==> config.mk <==
export PLATFORM = sky130hd
export DESIGN_NAME = sadr_regs
export DESIGN_NICKNAME = d
export VERILOG_FILES = /design/src/verilog/sadr_pkg.sv /design/src/verilog/sadr_dither_dec.sv /design/src/verilog/sadr_regs.sv
export SDC_FILE = /design/constraint.sdc
export NUM_CORES = 1
export LEC_CHECK = 0
export BUFFER_PORTS_ARGS = -buffer_cell sky130_fd_sc_hd__clkbuf_2
export CORE_MARGIN = 3
export CORE_UTILIZATION = 48
export CTS_CLUSTER_SIZE = 12
export DETAILED_ROUTE_END_ITERATION = 12
export PLACE_DENSITY = 0.8
export SYNTH_ARGS = -nofsm -noshare
export SYNTH_HDL_FRONTEND = slang
export SYNTH_SLANG_ARGS = --single-unit
==> constraint.sdc <==
create_clock -name mclk_in -period 1 [get_ports mclk_in]
set_input_delay 0.3 -clock mclk_in [delete_from_list [all_inputs] [get_ports mclk_in]]
set_output_delay 0.3 -clock mclk_in [all_outputs]
set_load 0.01 [all_outputs]
==> src/verilog/sadr_pkg.sv <==
// Package for the speaker amplifier and ADC dither register bank.
// Assumes an 8-bit register port driven by the control interface on mclk_in.
// Behaviour
// - Left speaker gain in bits 7:6 selects 0, 6, 12 or 18 dB; read/write.
// - Right speaker gain in bits 5:4 selects 0, 6, 12 or 18 dB; read/write.
// - Bit 3 write-only: 0 shuts left channel down, 1 enables; resets 0.
// - Bit 2 write-only: 0 shuts right channel down, 1 enables; resets 0.
// - Left dither bits 7:4 sign-magnitude, 15 mV steps to 105 mV; resets 0000.
// - Right dither bits 3:0, same sign-magnitude encoding.
// - Dither disabled whenever a channel's magnitude bits are zero.
package sadr_pkg;
    localparam logic [7:0] SADR_ADDR_RSVD72  = 8'h48;
    localparam logic [7:0] SADR_ADDR_SPK     = 8'h49;
    localparam logic [7:0] SADR_ADDR_RSVD74  = 8'h4A;
    localparam logic [7:0] SADR_ADDR_RSVD75  = 8'h4B;
    localparam logic [7:0] SADR_ADDR_DITHER  = 8'h4C;
    localparam logic [7:0] SADR_ADDR_RSVD77  = 8'h4D;
    localparam logic [7:0] SADR_ADDR_RSVD78  = 8'h4E;
    localparam logic [7:0] SADR_RSVD_VALUE   = 8'h00;
    localparam int         SADR_LGAIN_LSB    = 6;
    localparam int         SADR_RGAIN_LSB    = 4;
    localparam int         SADR_LEN_BIT      = 3;
    localparam int         SADR_REN_BIT      = 2;
    localparam int         SADR_LDITH_LSB    = 4;
    localparam int         SADR_RDITH_LSB    = 0;
    localparam logic [1:0] SADR_GAIN_RESET   = 2'h0;
    localparam logic       SADR_EN_RESET     = 1'b0;
    localparam logic [3:0] SADR_DITH_RESET   = 4'h0;
    localparam int         SADR_DITH_STEP_MV = 15;

    typedef struct packed {
        logic       wr;
        logic       rd;
        logic [7:0] addr;
        logic [7:0] wdata;
    } sadr_req_t;

    typedef struct packed {
        logic [1:0] gain;
        logic       enable;
        logic       dith_neg;
        logic [2:0] dith_mag;
        logic       dith_on;
    } sadr_chan_t;
endpackage : sadr_pkg

==> src/verilog/sadr_dither_dec.sv <==
// Decodes one 4-bit sign-magnitude dither field.
// Assumes the field comes from a register on the same clock.
`timescale 1ns/100ps
module sadr_dither_dec
    import sadr_pkg::*;
(
    input  wire logic [3:0] field_in,
    output logic            neg_out,
    output logic [2:0]      mag_out,
    output logic            on_out
);
    always_comb
    begin
        neg_out = field_in[3];
        mag_out = field_in[2:0];
        on_out  = (field_in[2:0] != 3'h0);
    end
endmodule : sadr_dither_dec

==> src/verilog/sadr_regs.sv <==
// Register bank for speaker amplifier gain/enable and ADC DC dither.
// Assumes a synchronous one-cycle register port on mclk_in from the control bus.
`timescale 1ns/100ps
module sadr_regs
    import sadr_pkg::*;
(
    input  wire logic       mclk_in,
    input  wire logic       rst_b_in,
    input  wire sadr_req_t  req_in,
    output logic [7:0]      rdata_out,
    output logic            rvalid_out,
    output sadr_chan_t      left_out,
    output sadr_chan_t      right_out
);
    typedef struct packed {
        logic [1:0] lgain;
        logic [1:0] rgain;
        logic       len;
        logic       ren;
        logic [3:0] ldith;
        logic [3:0] rdith;
        logic [7:0] rdata;
        logic       rvalid;
        sadr_chan_t left;
        sadr_chan_t right;
    } sadr_state_t;

    localparam sadr_state_t SADR_STATE_RESET = '{
        lgain:  SADR_GAIN_RESET,
        rgain:  SADR_GAIN_RESET,
        len:    SADR_EN_RESET,
        ren:    SADR_EN_RESET,
        ldith:  SADR_DITH_RESET,
        rdith:  SADR_DITH_RESET,
        rdata:  SADR_RSVD_VALUE,
        rvalid: 1'b0,
        left:   '0,
        right:  '0
    };

    sadr_state_t s_q;
    sadr_state_t s_d;
    logic        l_neg;
    logic [2:0]  l_mag;
    logic        l_on;
    logic        r_neg;
    logic [2:0]  r_mag;
    logic        r_on;

    sadr_dither_dec u_ldec
    (
        .field_in (s_q.ldith),
        .neg_out  (l_neg),
        .mag_out  (l_mag),
        .on_out   (l_on)
    );

    sadr_dither_dec u_rdec
    (
        .field_in (s_q.rdith),
        .neg_out  (r_neg),
        .mag_out  (r_mag),
        .on_out   (r_on)
    );

    // Decode, read views and channel images are locals of the one next-state process
    always_comb
    begin : next_state
        logic        hit_spk;
        logic        hit_dither;
        logic        wr_spk;
        logic        wr_dither;
        logic [7:0]  spk_view;
        logic [7:0]  dither_view;
        logic [7:0]  rd_mux;
        sadr_chan_t  left_img;
        sadr_chan_t  right_img;

        hit_spk     = 1'b0;
        hit_dither  = 1'b0;
        wr_spk      = 1'b0;
        wr_dither   = 1'b0;
        spk_view    = '0;
        dither_view = '0;
        rd_mux      = SADR_RSVD_VALUE;
        left_img    = '0;
        right_img   = '0;
        s_d         = s_q;
        s_d.rvalid  = req_in.rd;

        case (req_in.addr)
            SADR_ADDR_SPK:
            begin
                hit_spk = 1'b1;
            end
            SADR_ADDR_DITHER:
            begin
                hit_dither = 1'b1;
            end
            SADR_ADDR_RSVD72,
            SADR_ADDR_RSVD74,
            SADR_ADDR_RSVD75,
            SADR_ADDR_RSVD77,
            SADR_ADDR_RSVD78:
            begin
                // Read-only zero; a write here changes nothing
                hit_spk    = 1'b0;
                hit_dither = 1'b0;
            end
            default:
            begin
                hit_spk    = 1'b0;
                hit_dither = 1'b0;
            end
        endcase
        wr_spk    = req_in.wr && hit_spk;
        wr_dither = req_in.wr && hit_dither;

        if (wr_spk)
        begin
            s_d.lgain = req_in.wdata[SADR_LGAIN_LSB +: 2];
            s_d.rgain = req_in.wdata[SADR_RGAIN_LSB +: 2];
            s_d.len   = req_in.wdata[SADR_LEN_BIT];
            s_d.ren   = req_in.wdata[SADR_REN_BIT];
            // Bits 1:0 are not stored; host keeps them zero
        end
        if (wr_dither)
        begin
            s_d.ldith = req_in.wdata[SADR_LDITH_LSB +: 4];
            s_d.rdith = req_in.wdata[SADR_RDITH_LSB +: 4];
        end

        // Views come from s_q, so a read beside a write returns the old contents
        spk_view[SADR_LGAIN_LSB +: 2]    = s_q.lgain;
        spk_view[SADR_RGAIN_LSB +: 2]    = s_q.rgain;
        dither_view[SADR_LDITH_LSB +: 4] = s_q.ldith;
        dither_view[SADR_RDITH_LSB +: 4] = s_q.rdith;
        // Enable bits are write-only and bits 1:0 unstored: both read zero
        if (hit_spk)
        begin
            rd_mux = spk_view;
        end
        else if (hit_dither)
        begin
            rd_mux = dither_view;
        end
        else
        begin
            rd_mux = SADR_RSVD_VALUE;
        end
        if (req_in.rd)
        begin
            s_d.rdata = rd_mux;
        end

        // Outputs registered so the analog side sees glitch-free levels
        left_img.gain      = s_q.lgain;
        left_img.enable    = s_q.len;
        left_img.dith_neg  = l_neg;
        left_img.dith_mag  = l_mag;
        left_img.dith_on   = l_on;
        right_img.gain     = s_q.rgain;
        right_img.enable   = s_q.ren;
        right_img.dith_neg = r_neg;
        right_img.dith_mag = r_mag;
        right_img.dith_on  = r_on;
        s_d.left           = left_img;
        s_d.right          = right_img;
    end

    always_ff @(posedge mclk_in or negedge rst_b_in)
    begin
        if (!rst_b_in)
        begin
            s_q <= SADR_STATE_RESET;
        end
        else
        begin
            s_q <= s_d;
        end
    end

    assign rdata_out  = s_q.rdata;
    assign rvalid_out = s_q.rvalid;
    assign left_out   = s_q.left;
    assign right_out  = s_q.right;
endmodule : sadr_regs

==> results of run 1 <==
==> Yosys cell counts <==
cell type                    n
sky130_fd_sc_hd__a22oi_1     4
sky130_fd_sc_hd__and2b_1     2
sky130_fd_sc_hd__and4bb_4    1
sky130_fd_sc_hd__clkbuf_1    1
sky130_fd_sc_hd__dfrtp_1    39
sky130_fd_sc_hd__inv_1       1
sky130_fd_sc_hd__mux2_2     14
sky130_fd_sc_hd__nand2_1     9
sky130_fd_sc_hd__nand3_1     1
sky130_fd_sc_hd__nand4_4     2
sky130_fd_sc_hd__nor2_2      1
sky130_fd_sc_hd__o2bb2ai_1   4
sky130_fd_sc_hd__o31ai_1     4
sky130_fd_sc_hd__or3_1       2
==> power groups by stage <==
stage	combinational, mW	clock, mW	sequential [mW]
floorplan	0.0619	0	1.72
global placement	0.224	0	1.70
detailed placement	0.230	0	1.71
CTS	0.234	0.817	1.67
global route	0.255	0.883	1.68
finish	0.231	0.780	1.67
==> sequential cells by signal (all words and copies together) (netlist names) <==
signal and count:
rdata_out 8, next_state.right_img 3, next_state.left_img 3, right_out 8, rvalid_out 1, next_state.dither_view 8
left_out 8
==> layout make-up <==
class / count / share of cell area, %
sequential: 39 / 53.2
multi-input combinational: 44 / 21.2
tap: 30 / 2.05
inverter: 1 / 0.205
timing repair buffer: 62 / 20.2
clock inverter: 1 / 0.273
clock buffer: 6 / 2.80
==> path summary, 6_finish.rpt <==
check	startpoint	end
worst max-delay path	rdata_out[0]$_DFFE_PN0P_	rdata_out[0]
max in group asynchronous	rst_b_in	rdata_out[4]$_DFFE_PN0P_
worst min-delay path	req_in[0]	next_state.dither_view[0]$_DFFE_PN0P_
worst max register to register	next_state.dither_view[2]$_DFFE_PN0P_	right_out[0]$_DFF_PN0_
worst min register to register	next_state.left_img[5]$_DFFE_PN0P_	left_out[5]$_DFF_PN0_
min in group asynchronous	rst_b_in	left_out[2]$_DFF_PN0_
==> repair_timing <==
action	in CTS	in global routing
hold endpoints to repair	39	0
resized for setup	0	1
hold buffers	1	0
endpoints found under the setup margin	28	35
setup buffers	6	6
==> placed cells by master (no fill, tap or decap), types with 2 or more instances in the layout <==
master	n
sky130_fd_sc_hd__o2bb2ai_1	4
sky130_fd_sc_hd__or3_1	2
sky130_fd_sc_hd__buf_4	16
sky130_fd_sc_hd__clkbuf_4	5
sky130_fd_sc_hd__clkbuf_2	44
sky130_fd_sc_hd__a22oi_1	4
sky130_fd_sc_hd__nand2_1	9
sky130_fd_sc_hd__mux2_2	14
sky130_fd_sc_hd__o31ai_1	4
sky130_fd_sc_hd__dfrtp_1	39
sky130_fd_sc_hd__and2b_1	2
sky130_fd_sc_hd__nand4_4	2
==> per-layer routing <==
layer	GRT usage [%]	wire length, µm	up-vias
li1	-	-	442
met1	19.9	1050	477
met2	28.2	1380	33
met3	6.54	170	7
met4	7.77	61	0
met5	0	0	-
==> per-stage QoR <==
step / hold slack (ns) / setup TNS, ns / setup WS (ns) / util, %
floorplan: 0.00441 / -3.21 / -0.216 / -
global placement: 0.277 / -6.28 / -0.341 / 64.5
detailed placement: 0.284 / -7.05 / -0.383 / 64.5
CTS: 0.178 / -4.00 / -0.200 / 68.8
global route: 0.177 / -4.94 / -0.218 / 70.8
finish: 0.194 / -3.47 / -0.168 / 70.8
==> cell families after synthesis <==
group / after synthesis
DFF: 39
and+or+nand+nor: 18
muxes: 14
AOI/OAI and AO/OA: 12
buffers and inverters: 2
==> flow_metrics.tcl, run 1 <==
set metrics [dict create \
    clock_power_share_pct 29.1 \
    vias_per_cell 5.24 \
    vias_in_the_first_global_route 968 \
    stdcell_count 183 \
    place.gp.congestion 0.786 \
    diodes 0 \
    worst_ep_arrival_time_ns 0.87 \
    cts-htree-levels 2 \
    global_route_wire_length_before_repair_um 4370 \
    setup.worst_path.end_class "output pin" \
    layout_setup_ws_ns -0.168 \
    peakVddDrop_v 0.00134 \
    worst-slew-pin-transition_ns 0.328 \
    detailed_placement_wirelength_estimate_um 1980 \
    tritoncts.num_buffers 5 \
    synth_area_in_compound_gates_pct 6.95 \
    timing.critical_path.max_delay_family "flip-flops" \
    cp_slowest_cell "sky130_fd_sc_hd__dfrtp_1" \
    postSynthRegisterBits 39 \
    worst_r2r_path_depth 1 \
    gate_count_after_technology_mapping 85 \
    critical_path_peak_fanout 2 \
    clk_root_buffer_cell "sky130_fd_sc_hd__clkbuf_4" \
    ys.warnings.count 0 \
    rsz0062_at_grt "yes" \
    rows 18 \
    worst-r2r-setup-slack_ns 0.08 \
    via_count 959 \
    switch_share_pct 22.7 \
    port_buffers 44 \
    crit_path_start_kind "flop" \
    maxSlewHeadroom_pct 78.1 \
    initial_antenna_violation_count 0 \
    hold_viol_final 0 \
    post_route_cells_drive_above_1_share_pct 56.2 \
    fmax_mhz 856 \
    layout.cell_area.non_filler_um2 1830 \
    crit_path_max_incr_delay_ns 0.40 \
    synth_top_area_cell "sky130_fd_sc_hd__dfrtp_1" \
    p_comb_share_pct 8.6 \
    power_density_of_the_placed_cells_nw_per_um2 1460 \
    effective_utilization_at_floorplan_pct 52.8 \
    final_net_count 173 \
    grt_start_max_net_pins 40 \
    p_int_mw 2.08 \
    violations "negative setup slack" \
    min_period_over_period_pct 117 \
    design.die.area_um2 3530 \
    p_seq_share_pct 62.4 \
    clkSlewWorstSetupHoldPaths_ns 0.10 \
    grt-ovfl-total 0 \
    postRouteAntennaNets 0 \
    total_power_mw 2.69 \
    fin_worst_skew_ns 0.00429 \
    synth_cell_types 14 \
    finalWorstPathRequiredPeriod_ns 1.17 \
    die_width_um 59.4 \
    design.portCount 45 \
    netsw_mw 0.610 \
    cp_cell_sequence "clkbuf_2" \
    critical_path_required_ns 0.70 \
    synthTopCellsByArea "sky130_fd_sc_hd__dfrtp_1 71%, sky130_fd_sc_hd__mux2_2 12%, sky130_fd_sc_hd__nand4_4 3.1%" \
    worst_hold_path.num_cells 2 \
    first_drt_pass_iteration_count 4 \
    chipHeight_um 59.4 \
    yosys.area.top_type_share_pct 71.4 \
    tritoncts "built" \
    dr.first_iter.drc_count 31 \
    worst-setup-path-type "reg2out" \
    nFillCells 177 \
    cts.sinks 39 \
    path_depth 1 \
    post_synthesis_net_count 105 \
    post_synth_instance_area_um2 1370 \
    post_synth_fa_ha_maj_area_fraction_pct 0 \
    multi_input_area_um2 389 \
    worst_skew_pair.late_latency_ns 0.34 \
    synth.mux.area_fraction_pct 11.5 \
    max-clock-path-buffers 2 \
    synth_top_family_by_area "multiplexers" \
    max_cap_viol_count 0 \
    core_um2 2590 \
    yosys.area_share.simple_pct 9.61 \
    layout.area.seq_um2 976 \
    setup_violations 33 \
    power.static_leakage_nw 1.01 \
    placement.cell_area_um2 1670 \
    timing.hold.worst.class "in2reg" \
    dr_wl_cell_um 14.5 \
    globalRouteTotalUtil_pct 17.2 \
    path_buf_inv 1 \
    dp.cells 163 \
    syn_to_final_growth_pct 34.0 \
    proportion_of_synthesized_chip_area_in_sequential_cells_pct 71.4 \
    postSynthAreaPerCell_um2 16.1 \
    status "finished, violations left" \
    synth_xor_area_share_pct 0 \
    drt_wl_total_um 2660 \
    post-route-drc-count 0 \
    timing.final.max_slew_violations 0 \
]
(Power assumes the default switching activity.)
==> run 2, diff against run 1 <==
--- a/config.mk
+++ b/config.mk
@@ -6,6 +6,7 @@
 export NUM_CORES = 1
 export LEC_CHECK = 0
 export BUFFER_PORTS_ARGS = -buffer_cell sky130_fd_sc_hd__clkbuf_2
+export CORE_ASPECT_RATIO = 0.6
 export CORE_MARGIN = 3
 export CORE_UTILIZATION = 48
 export CTS_CLUSTER_SIZE = 12
==> run 2 against run 1 <==
Against the previous run:
- the run still ends with negative setup slack left
- design area up 2.7%
- largest cell class unchanged
- first-iteration DRC count up 16%
- hold slack better by 0.056 ns
- non-clock buffer count down 2
- critical path type unchanged
- cell count up 0.55%
- die area up 0.60%
==> flow_metrics.tcl, run 2 (synthesized netlist as in run 1, its figures left out) <==
set metrics [dict create \
    status "finished, violations left" \
    violations "negative setup slack" \
    fin_util_pct 72.1 \
    die_width_um 74.9 \
    via_count 961 \
    crit_path_start_kind "flop" \
    grt-ovfl-total 0 \
    setup.worst_path.end_class "output pin" \
    tritoncts.num_buffers 5 \
    rows 14 \
    design.portCount 45 \
    core_um2 2610 \
    setup_violations 39 \
    grt_start_max_net_pins 40 \
    placement.cell_area_um2 1680 \
    clkSlewWorstSetupHoldPaths_ns 0.07 \
    global_route_wire_length_before_repair_um 4340 \
    power.static_leakage_nw 1.02 \
    stdcell_count 184 \
    post_route_cells_drive_above_1_share_pct 60.5 \
    tritoncts "built" \
    commonest_cells_after_routing_fill_and_taps_aside "44 x sky130_fd_sc_hd__clkbuf_2, 39 x sky130_fd_sc_hd__dfrtp_1, 14 x sky130_fd_sc_hd__mux2_2, 14 x sky130_fd_sc_hd__buf_4, 8 x sky130_fd_sc_hd__nand2_1" \
    p_comb_share_pct 8.3 \
    cts.sinks 39 \
    dr_wl_cell_um 16.0 \
    max_cap_viol_count 0 \
    p_seq_share_pct 57.5 \
    first_drt_pass_iteration_count 4 \
    max-clock-path-buffers 2 \
    drt_wl_total_um 2940 \
    post-route-drc-count 0 \
    layout_commonest_cell "sky130_fd_sc_hd__clkbuf_2" \
    dr.first_iter.drc_count 36 \
    detailed_placement_wirelength_estimate_um 2120 \
    place.gp.congestion 0.798 \
    cp_cell_sequence "clkbuf_2" \
    postRouteAntennaNets 0 \
    dp.cells 166 \
    finalWorstPathRequiredPeriod_ns 1.11 \
    peakVddDrop_v 0.000825 \
    layout_setup_ws_ns -0.111 \
    final_net_count 171 \
    path_buf_inv 1 \
    design.die.area_um2 3550 \
    power_density_of_the_placed_cells_nw_per_um2 1550 \
    multi_input_area_um2 425 \
    worst_ep_arrival_time_ns 0.81 \
    p_int_mw 2.24 \
    hold_viol_final 0 \
    worst-setup-path-type "reg2out" \
    initial_antenna_violation_count 0 \
    critical_path_peak_fanout 2 \
    rsz0062_at_grt "yes" \
    min_period_over_period_pct 111 \
    timing.critical_path.max_delay_family "flip-flops" \
    vias_in_the_first_global_route 886 \
    effective_utilization_at_floorplan_pct 52.4 \
    syn_to_final_growth_pct 37.6 \
    critical_path_required_ns 0.70 \
    fmax_mhz 900 \
    sum_of_negative_setup_slack_ns -2.67 \
    maxSlewHeadroom_pct 68.9 \
    crit_path_max_incr_delay_ns 0.40 \
    timing.final.max_slew_violations 0 \
    diodes 0 \
    worst-slew-pin-transition_ns 0.467 \
    cp_slowest_cell "sky130_fd_sc_hd__dfrtp_1" \
    nFillCells 173 \
    timing.hold.worst.class "in2reg" \
    clock_power_share_pct 34.2 \
    cts-htree-levels 2 \
    layout.area.seq_um2 976 \
    vias_per_cell 5.22 \
    switch_share_pct 23.1 \
    port_buffers 44 \
    netsw_mw 0.672 \
    globalRouteTotalUtil_pct 17.7 \
    layout.cell_area.non_filler_um2 1880 \
    chipHeight_um 47.3 \
    worst_skew_pair.late_latency_ns 0.28 \
    clk_root_buffer_cell "sky130_fd_sc_hd__clkbuf_8" \
    fin_worst_skew_ns 0.00248 \
]
## run 2: per-stage QoR
stage / worst slack [ns] / hold WS (ns) / total power, mW
finish: -0.111 / 0.250 / 2.91
global route: -0.134 / 0.257 / 3.03
CTS: -0.112 / 0.254 / 2.93
detailed placement: -0.374 / 0.287 / 1.94
global placement: -0.341 / 0.283 / 1.93
floorplan: -0.216 / 0.00441 / 1.78
## run 2: timing repair
action                                  4_1_cts  5_1_grt
pin swaps                                     2        2
hold buffers                                  1        0
resized for setup                             3        6
gates cloned                                  0        0
hold endpoints to repair                     39        0
endpoints found under the setup margin       46       45
setup buffers                                 5        4
## run 2: worst paths after layout
| check | endpoint | startpoint | depth (start not counted) | slack [ns] |
|---|---|---|---|---|
| setup reg to reg | right_out[0]$_DFF_PN0_ | next_state.dither_view[2]$_DFFE_PN0P_ | 1 | 0.08 |
| hold reg to reg | right_out[5]$_DFF_PN0_ | next_state.right_img[5]$_DFFE_PN0P_ | 0 | 0.37 |
| hold / removal | next_state.dither_view[0]$_DFFE_PN0P_ | req_in[0] | 2 | 0.25 |
| max in group asynchronous | rvalid_out$_DFF_PN0_ | rst_b_in | 3 | 0.28 |
| min in group asynchronous | right_out[1]$_DFF_PN0_ | rst_b_in | 3 | 0.53 |
| setup / recovery | rdata_out[4] | rdata_out[4]$_DFFE_PN0P_ | 1 | -0.11 |
## run 2: area by class of cell
type	count	area share, %
timing repair buffer	60	18.9
sequential	39	51.9
multi-input combinational	44	22.6
clock inverter	1	0.266
inverter	1	0.199
tap	32	2.13
clock buffer	7	4.06
## run 2: power by group through the flow
stage | Clock (mW) | Sequential [mW] | Combinational [mW]
after floorplan | 0 | 1.72 | 0.0619
after global placement | 0 | 1.70 | 0.228
after detailed placement | 0 | 1.71 | 0.235
after CTS | 1.01 | 1.68 | 0.242
after global routing | 1.08 | 1.68 | 0.268
final | 0.996 | 1.68 | 0.242
## run 2: metal layers
layer / GRT usage, % / vias to the layer above / share of wire [%]
li1: - / 437 / -
met1: 25.0 / 484 / 47
met2: 24.7 / 35 / 44
met3: 6.41 / 5 / 7.2
met4: 7.80 / 0 / 1.3
met5: 0 / - / 0
